<file path="src/core/dietm_pkg.sv">
// Package for the dual interval/event timer block.
// Assumes one 40 MHz system clock and a byte-wide register port.
package dietm_pkg;
  // ****************************************
  // Register offsets
  // ****************************************
  localparam logic [7:0] ADDR_RUN = 8'h27;
  localparam logic [7:0] ADDR_CLKCLR = 8'h28;
  localparam logic [7:0] ADDR_SHORT = 8'h29;
  localparam logic [7:0] ADDR_LONG_LO = 8'h2A;
  localparam logic [7:0] ADDR_LONG_HI = 8'h2B;
  localparam logic [7:0] ADDR_TOGGLE = 8'h62;
  // ****************************************
  // Field positions
  // ****************************************
  localparam int RUN_SHORT_BIT = 0;
  localparam int RUN_LONG_BIT = 1;
  localparam int CC_SHORT_SEL_LO = 0;
  localparam int CC_SHORT_CLR_BIT = 2;
  localparam int CC_SHORT_COM_BIT = 3;
  localparam int CC_LONG_SEL_LO = 4;
  localparam int CC_LONG_CLR_BIT = 6;
  localparam int CC_LONG_COM_BIT = 7;
  localparam int TG_FORCE_BIT = 0;
  localparam int TG_ON_BIT = 1;
  localparam int TG_SET_BIT = 2;
  localparam int TG_CLR_BIT = 3;
  // ****************************************
  // Reset values
  // ****************************************
  localparam logic [1:0] RUN_RESET = 2'h0;
  localparam logic [7:0] CLKCLR_RESET = 8'h00;
  localparam logic [1:0] TOGGLE_RESET = 2'h0;
  localparam logic [7:0] SHORT_COUNT_RESET = 8'h00;
  localparam logic [15:0] LONG_COUNT_RESET = 16'h0000;
endpackage

</file>
<file path="src/core/dietm_timers.sv">
// Dual interval/event timers: 8-bit short counter, 16-bit long counter, toggle output.
// Assumes prescaler taps are one-cycle enables and playback pulse is a level on clk; event pins are asynchronous.
`timescale 1ns/1ps
`default_nettype none
// Functional notes
// - Short clock source: 00 playback, 01 event pin, 10 div64, 11 div1024.
// - Short counter advances only while short_run; reset clears counter and run bit.
// - Clear-on-match set: short counter clears on each match.
// - Writing short_clear_pulse clears short counter at once, self-clearing.
// - Short compare 00H matches on counter overflow, not on zero.
// - Short compare write is immediate; read returns live count; not reset.
// - Each short match raises short_match_irq.
// - Event mode counts synchronised rising edges of short_event_input.
// - Playback mode counts rising edges of playback_control_pulse.
// - Long clock source: 00 event pin, 01 div4, 10 div16, 11 div64.
// - Long counter advances only while long_run; reset clears counter and run bit.
// - Clear-on-match set: long counter clears on each match.
// - Writing long_clear_pulse clears long counter at once, self-clearing.
// - Low compare byte first; no long compare until high byte written.
// - Long compare 0000H matches on overflow; writes immediate; not reset.
// - Low byte read latches high byte with any carry for the next read.
// - Each long match raises long_match_irq.
// - Long match toggles a flip-flop, halving the match rate.
// - toggle_force_high drives pin to 1, else the flip-flop value.
// - flop_set_pulse sets, flop_clear_pulse clears the flip-flop, one-shot.
// - toggle_output_on enables the pin; write-only, resets to 0.
module dietm_timers
  import dietm_pkg::*;
(
  input wire logic clk,
  input wire logic resetn,
  input wire logic clk_en,
  input wire logic [7:0] reg_addr,
  input wire logic [7:0] reg_wdata,
  input wire logic reg_write,
  input wire logic reg_read,
  output logic [7:0] reg_rdata,
  input wire logic tap_div4,
  input wire logic tap_div16,
  input wire logic tap_div64,
  input wire logic tap_div1024,
  input wire logic playback_control_pulse,
  input wire logic short_event_input,
  input wire logic long_event_input,
  output logic short_match_irq,
  output logic long_match_irq,
  output logic toggle_output_pin,
  output logic toggle_output_pin_oe
);
  // ****************************************
  // Register port
  // ****************************************
  logic [1:0] run_ctrl;
  logic [7:0] clkclr;
  logic [1:0] toggle_ctrl;
  logic [7:0] short_compare;
  logic [7:0] long_compare_lo;
  logic [7:0] long_compare_hi;
  logic long_armed;
  logic [7:0] short_count;
  logic [15:0] long_count;
  logic [7:0] long_hi_latch;
  logic toggle_flop;
  logic short_run;
  logic long_run;
  logic short_clear_on_match;
  logic long_clear_on_match;
  logic toggle_force_high;
  logic toggle_output_on;
  // Named views of the control bits keep the datapath readable
  assign short_run = run_ctrl[RUN_SHORT_BIT];
  assign long_run = run_ctrl[RUN_LONG_BIT];
  assign short_clear_on_match = clkclr[CC_SHORT_COM_BIT];
  assign long_clear_on_match = clkclr[CC_LONG_COM_BIT];
  assign toggle_force_high = toggle_ctrl[TG_FORCE_BIT];
  assign toggle_output_on = toggle_ctrl[TG_ON_BIT];

  // ****************************************
  // Register decode
  // ****************************************
  function automatic logic wr_hit(input logic [7:0] a, input logic [7:0] target);
    wr_hit = (a == target);
  endfunction

  logic wr_run;
  logic wr_clkclr;
  logic wr_short;
  logic wr_lo;
  logic wr_hi;
  logic wr_tog;
  assign wr_run = reg_write && wr_hit(reg_addr, ADDR_RUN);
  assign wr_clkclr = reg_write && wr_hit(reg_addr, ADDR_CLKCLR);
  assign wr_short = reg_write && wr_hit(reg_addr, ADDR_SHORT);
  assign wr_lo = reg_write && wr_hit(reg_addr, ADDR_LONG_LO);
  assign wr_hi = reg_write && wr_hit(reg_addr, ADDR_LONG_HI);
  assign wr_tog = reg_write && wr_hit(reg_addr, ADDR_TOGGLE);
  logic rd_lo;
  logic rd_hi;
  // A low read freezes the high byte so the pair reads coherently
  assign rd_lo = reg_read && wr_hit(reg_addr, ADDR_LONG_LO);
  assign rd_hi = reg_read && wr_hit(reg_addr, ADDR_LONG_HI);

  // ****************************************
  // Control registers
  // ****************************************

  always_ff @(posedge clk or negedge resetn)
  begin
    if (!resetn)
    begin
      run_ctrl <= RUN_RESET;
      clkclr <= CLKCLR_RESET;
      toggle_ctrl <= TOGGLE_RESET;
    end
    else if (clk_en)
    begin
      if (wr_run)
        run_ctrl <= {reg_wdata[RUN_LONG_BIT], reg_wdata[RUN_SHORT_BIT]};
      if (wr_clkclr)
      begin
        clkclr <= reg_wdata;
        // One-shot clear bits never stay set
        clkclr[CC_SHORT_CLR_BIT] <= 1'b0;
        clkclr[CC_LONG_CLR_BIT] <= 1'b0;
      end
      if (wr_tog)
        toggle_ctrl <= {reg_wdata[TG_ON_BIT], reg_wdata[TG_FORCE_BIT]};
    end
  end

  // ****************************************
  // Compare registers
  // ****************************************
  // Compare registers have no reset on purpose
  // Software must load them before it sets a run bit
  always_ff @(posedge clk)
  begin
    if (clk_en)
    begin
      if (wr_short)
        short_compare <= reg_wdata;
      if (wr_lo)
        long_compare_lo <= reg_wdata;
      if (wr_hi)
        long_compare_hi <= reg_wdata;
    end
  end

  // Long comparator stays off until a high byte arrives after reset
  always_ff @(posedge clk or negedge resetn)
  begin
    if (!resetn)
      long_armed <= 1'b0;
    else if (clk_en)
    begin
      if (wr_hi)
        long_armed <= 1'b1;
      else if (wr_lo)
        long_armed <= 1'b0;
    end
  end

  // ****************************************
  // Read-back
  // ****************************************
  // Read data one cycle after the strobe; unmapped and write-only read zero
  // Data stand for one cycle only, so a late sample sees zero
  always_ff @(posedge clk or negedge resetn)
  begin
    if (!resetn)
      reg_rdata <= 8'h00;
    else if (clk_en)
    begin
      reg_rdata <= 8'h00;
      if (reg_read)
      begin
        case (reg_addr)
          ADDR_RUN: reg_rdata <= {6'h00, run_ctrl};
          ADDR_CLKCLR: reg_rdata <= clkclr;
          ADDR_SHORT: reg_rdata <= short_count;
          ADDR_LONG_LO: reg_rdata <= long_count[7:0];
          ADDR_LONG_HI: reg_rdata <= long_hi_latch;
          default: reg_rdata <= 8'h00;
        endcase
      end
    end
  end

  // ****************************************
  // Input synchronisers and edge detect
  // ****************************************
  logic [1:0] ev_pin;
  logic [1:0] ev_rise;
  logic pb_prev;
  assign ev_pin = {long_event_input, short_event_input};
  genvar gi;
  generate
    for (gi = 0; gi < 2; gi++)
    begin : g_ev
      logic [1:0] sync;
      logic prev;
      // Only the second flop feeds the edge test; the first may be metastable
      always_ff @(posedge clk or negedge resetn)
      begin
        if (!resetn)
        begin
          sync <= 2'h0;
          prev <= 1'b0;
        end
        else if (clk_en)
        begin
          sync <= {sync[0], ev_pin[gi]};
          prev <= sync[1];
        end
      end
      assign ev_rise[gi] = sync[1] && !prev;
    end
  endgenerate

  // Playback pulse shares clk, so one flop is enough for its edge
  // Its idle level is low, matching the reset value, so no false edge
  always_ff @(posedge clk or negedge resetn)
  begin
    if (!resetn)
      pb_prev <= 1'b0;
    else if (clk_en)
      pb_prev <= playback_control_pulse;
  end

  // ****************************************
  // Clock source select
  // ****************************************
  // Taps are treated as one-cycle enables from the prescaler
  // Event edges count three clocks after the pin rises
  logic short_tick;
  logic long_tick;
  always_comb
  begin
    case (clkclr[CC_SHORT_SEL_LO +: 2])
      2'h0: short_tick = playback_control_pulse && !pb_prev;
      2'h1: short_tick = ev_rise[0];
      2'h2: short_tick = tap_div64;
      default: short_tick = tap_div1024;
    endcase
  end

  always_comb
  begin
    case (clkclr[CC_LONG_SEL_LO +: 2])
      2'h0: long_tick = ev_rise[1];
      2'h1: long_tick = tap_div4;
      2'h2: long_tick = tap_div16;
      default: long_tick = tap_div64;
    endcase
  end

  // ****************************************
  // Short counter
  // ****************************************
  logic short_adv;
  logic short_match;
  assign short_adv = short_run && short_tick;
  // Zero compare means wrap from FF, which the equality below also catches
  assign short_match = short_adv && (short_compare == short_count + 8'h01);
  always_ff @(posedge clk or negedge resetn)
  begin
    if (!resetn)
      short_count <= SHORT_COUNT_RESET;
    else if (clk_en)
    begin
      // Clear pulse beats match and tick so software sees zero at once
      if (wr_clkclr && reg_wdata[CC_SHORT_CLR_BIT])
        short_count <= 8'h00;
      else if (short_match && short_clear_on_match)
        short_count <= 8'h00;
      else if (short_adv)
        short_count <= short_count + 8'h01;
    end
  end

  // ****************************************
  // Long counter
  // ****************************************
  logic long_adv;
  logic long_match;
  logic [15:0] long_next;
  assign long_adv = long_run && long_tick;
  assign long_next = long_count + 16'h0001;
  assign long_match = long_adv && long_armed
                      && ({long_compare_hi, long_compare_lo} == long_next);
  always_ff @(posedge clk or negedge resetn)
  begin
    if (!resetn)
      long_count <= LONG_COUNT_RESET;
    else if (clk_en)
    begin
      // Same priority as the short counter: clear, then match, then tick
      if (wr_clkclr && reg_wdata[CC_LONG_CLR_BIT])
        long_count <= 16'h0000;
      else if (long_match && long_clear_on_match)
        long_count <= 16'h0000;
      else if (long_adv)
        long_count <= long_next;
    end
  end

  // ****************************************
  // Long count read-back
  // ****************************************
  // High byte follows the counter, frozen from a low read until the high read
  // Limitation: a second low-byte wrap before the high read is added again
  logic hi_frozen;
  always_ff @(posedge clk or negedge resetn)
  begin
    if (!resetn)
    begin
      hi_frozen <= 1'b0;
      long_hi_latch <= 8'h00;
    end
    else if (clk_en)
    begin
      if (rd_lo)
        hi_frozen <= 1'b1;
      else if (rd_hi)
        hi_frozen <= 1'b0;
      // Carry out of the low byte after the low read still lands in the latch
      if (!hi_frozen || (long_adv && long_count[7:0] == 8'hFF
                         && !(long_match && long_clear_on_match)))
        long_hi_latch <= long_adv ? long_next[15:8] : long_count[15:8];
    end
  end

  // ****************************************
  // Match interrupts
  // ****************************************
  always_ff @(posedge clk or negedge resetn)
  begin
    if (!resetn)
    begin
      short_match_irq <= 1'b0;
      long_match_irq <= 1'b0;
    end
    else if (clk_en)
    begin
      short_match_irq <= short_match;
      long_match_irq <= long_match;
    end
  end

  // ****************************************
  // Toggle output
  // ****************************************
  // Flop has no reset value given; cleared so the pin is defined
  // Clear wins over set when both bits are written together
  always_ff @(posedge clk or negedge resetn)
  begin
    if (!resetn)
      toggle_flop <= 1'b0;
    else if (clk_en)
    begin
      if (wr_tog && reg_wdata[TG_CLR_BIT])
        toggle_flop <= 1'b0;
      else if (wr_tog && reg_wdata[TG_SET_BIT])
        toggle_flop <= 1'b1;
      else if (long_match)
        toggle_flop <= !toggle_flop;
    end
  end

  assign toggle_output_pin = toggle_force_high ? 1'b1 : toggle_flop;
  assign toggle_output_pin_oe = toggle_output_on;
endmodule
`default_nettype wire

</file>
<file path="config.mk">
export PLATFORM = sky130hd
export DESIGN_NAME = dietm_timers
export DESIGN_NICKNAME = d
export VERILOG_FILES = /design/src/core/dietm_pkg.sv /design/src/core/dietm_timers.sv
export SDC_FILE = /design/constraint.sdc
export NUM_CORES = 1
export LEC_CHECK = 0
export ABC_AREA = 1
export BUFFER_PORTS_ARGS = -buffer_cell sky130_fd_sc_hd__buf_2
export CAP_MARGIN = 0
export CORE_UTILIZATION = 51
export DETAILED_ROUTE_END_ITERATION = 10
export PLACE_DENSITY_LB_ADDON = 0.1
export SYNTH_ARGS = -nofsm -noshare
export SYNTH_HDL_FRONTEND = slang
export SYNTH_SLANG_ARGS = --single-unit
</file>
<file path="constraint.sdc">
create_clock -name clk -period 3.7 [get_ports clk]
set_clock_uncertainty 0.15 [all_clocks]
set_input_delay 0.74 -clock clk [delete_from_list [all_inputs] [get_ports clk]]
set_output_delay 0.74 -clock clk [all_outputs]
set_load 0.01 [all_outputs]
</file>
==> results.toml <==
[status]
outcome = "finished, final reports clean"

[final_layout]
num_antenna_cells = 0
fillers = 819
multi_input_area_mm2 = 0.00209
final_common_cell = "nand2_1"
drive_gt1_share_pct = 14.8
final_cell_mix = "nand2_1, inv_1, dfrtp_1"
synthToLayoutAreaGrowth_pct = 11.6
fin_nets = 633
regArea_mm2 = 0.00227

[timing]
worstMarginPinSlew_ns = 0.782
relSlewSlack_pct = 47.7
fin_crit_ns = 2.66
setup-violations-final = 0
rsz0062_at_grt = "no"
final-hold-violation-count = 0
tns_ns = 0
fin_ws_ns = 1.04
finalCritPeriodShare_pct = 71.9
finalMaxSlewViolations = 0
fmax_ghz = 0.376

[logic_synthesis]
ys_types = 43
avgSynthCellArea_um2 = 8.36
synth-edff-count = 24
yosysTopAreaCell = "dfrtp_1"
yosysWarnings = 0
ys_seq_elements = 86
synthCells = 558
synth_top_cell_area_share_pct = 33.3
synthFlopType = "dfrtp_1"
synth_nets = 588
synthTopCellsByArea = "dfrtp_1, edfxtp_1, nand2_1, inv_1, o21ai_0"
synthArstFlopShare_pct = 72.1
synth_area_mm2 = 0.00466
seq_area_frac_synth_pct = 48.7

[detailed_routing]
finalWirelength_um = 12200
drt-vias-per-instance = 5.62
drcViolationCount = 0
drt_pass1_iterations = 5
num_vias = 4026
drt-initial-drc-count = 292
drt-wirelength-per-cell_um = 17.1
drtAntennaViolNets = 0

[floorplan]
io_pins = 40
die_h_um = 97.6
initial_core_util_pct = 53.0
fp.dieW_um = 97.6
coreArea_mm2 = 0.00881
rows = 34
die_area_mm2 = 0.00953

[critical_path]
worstReg2RegStart = "long_count[0]$_DFFE_PN0P_"
worstSetupEndpointType = "flip-flop"
crit_chain = "ha_1 > nand2_1 > nor2_4 > nand3_1 > nand2_1 > nand2_1 > nand2_1 > nand2_1 > nor2_1 > nand2_1 > nor2_4 > nand3_4 > nand2_4 > nand2_4 > nand2_4 > nand2_1 > nand2_1"
start_kind = "flip-flop"
slowest_stage = "dfrtp_1"
r2r_cells = 17
cp_max_fo = 17
path_common_cell = "nand2_1"
critical-path-max-stage-delay_ns = 0.43
path_class = "reg2reg"
crit_arrival_ns = 2.80
worstPathRequired_ns = 3.84
cp-startpoint = "long_count[0]$_DFFE_PN0P_"

[clock_network]
worstSkewPairLatency_ns = 0.35
h-tree-depth = 3
clock-sinks = 86
cts_resized = 0
post-cts-setup-buffers = 0
clockBufferDepth = 2
hold_buffers = 0
clk_pin_slew_ns = 0.09
cts-root-buf = "clkbuf_8"
tritoncts = "yes"
cts_made_buffers = 9

[global_route]
grt_max_degree = 33
grt_pass1_vias = 3952
antenna_found_initial = 0
grt_usage_pct = 27.4
globalRouteOverflowTotal = 0
grt_pass1_wl_um = 19800

[placed_design]
hpwl_um = 9400
dp_slack_ns = 0.708
gp_congestion = 0.930
portBuffers = 39

[power_and_ir_drop]
p_clk_share_pct = 28.3
seqPwrFrac_pct = 43.3
power.net_switching_w = 0.000921
swShare_pct = 35.4
p_leak_nw = 2.54
power_density_mw_per_mm2 = 500
internal-power_w = 0.00168
combPwrFrac_pct = 28.4
ir_drop_mv = 0.237

[min_path]
hp-class = "in2async"

[flow_run]
cap_violations = 0
## state kept, by name (all words and copies together), names as in the netlist, 4 cells and up
signal,cells
long_count,16
long_compare_hi,8
long_compare_lo,8
long_hi_latch,8
reg_rdata,8
short_compare,8
short_count,8
clkclr,6
g_ev.sync,4
## final timing paths
kind	end	slack, ns
worst max register to register	long_hi_latch[4]$_DFFE_PN0P_	1.04
max in group asynchronous	long_hi_latch[7]$_DFFE_PN0P_	2.50
min in group clk	g_ev[1].sync[0]$_DFFE_PN0P_	0.33
worst min-delay path	long_count[5]$_DFFE_PN0P_	0.18
worst min register to register	g_ev[1].sync[0]$_DFFE_PN0P_	0.33
worst max-delay path	long_hi_latch[4]$_DFFE_PN0P_	1.04
## cells in the mapped netlist (all sizes together), types with 3 or more instances
master	n
a21oi	8
a221oi	5
buf	4
clkbuf	6
dfrtp	62
edfxtp	24
inv	69
nand2	164
nand3	41
nand3b	5
nand4	28
nor2	39
nor3	5
o21ai	57
o22ai	8
or2	4
xnor2	4
xnor3	3
xor2	7
## final cells by class
class,instances,share of cell area [%]
Sequential cell,86,43.7
Multi-Input combinational cell,393,40.2
Inverter,69,4.98
Timing Repair Buffer,44,4.47
Tap cell,108,2.60
Clock buffer,11,2.52
Clock inverter,5,1.56
## power by group through the flow
stage | clock network [W] | logic, W | registers, W
2_1_floorplan | 0 | 0.000545 | 0.00112
3_3_place_gp | 0 | 0.000721 | 0.00114
3_5_place_dp | 0 | 0.000733 | 0.00114
4_1_cts | 0.000744 | 0.000738 | 0.00112
5_1_grt | 0.000778 | 0.000830 | 0.00114
6_report | 0.000736 | 0.000738 | 0.00113
## cells by family (layout without fill, tap and decap cells)
family	Yosys count	count (layout)	synth area share (%)
compound gates	86	86	10.4
flops	86	86	48.7
buf+inv	79	129	6.47
xor+xnor	14	14	3.51
mux	3	3	0.698
simple gates	288	288	29.6
fa+ha+maj	2	2	0.537
## worst max-delay path, delay by kind of cell (launching register included)
kind	cells	cell delay, ns
DFF	1	0.43
adders and majority gates	1	0.22
and+or+nand+nor	16	1.79
## per-stage QoR
step	cells	hold WS (ns)	instance area (um2)	util, %	power (W)
after global placement	700	0.307	4990	56.7	0.00186
after CTS	716	0.171	5200	59.1	0.00261
after floorplan	558	0.292	4660	-	0.00167
after global routing	716	0.192	5200	59.1	0.00275
final	716	0.182	5200	59.1	0.00260
after detailed placement	700	0.310	4990	56.7	0.00188
## routing by layer
metal  share of wire, %  global-route usage (%)
met3                5.6                    4.82
met5                  0                       0
met1                 44                    35.8
met2                 46                    43.6
met4                4.3                    14.5
No activity file was read; power rests on OpenSTA's default activity.
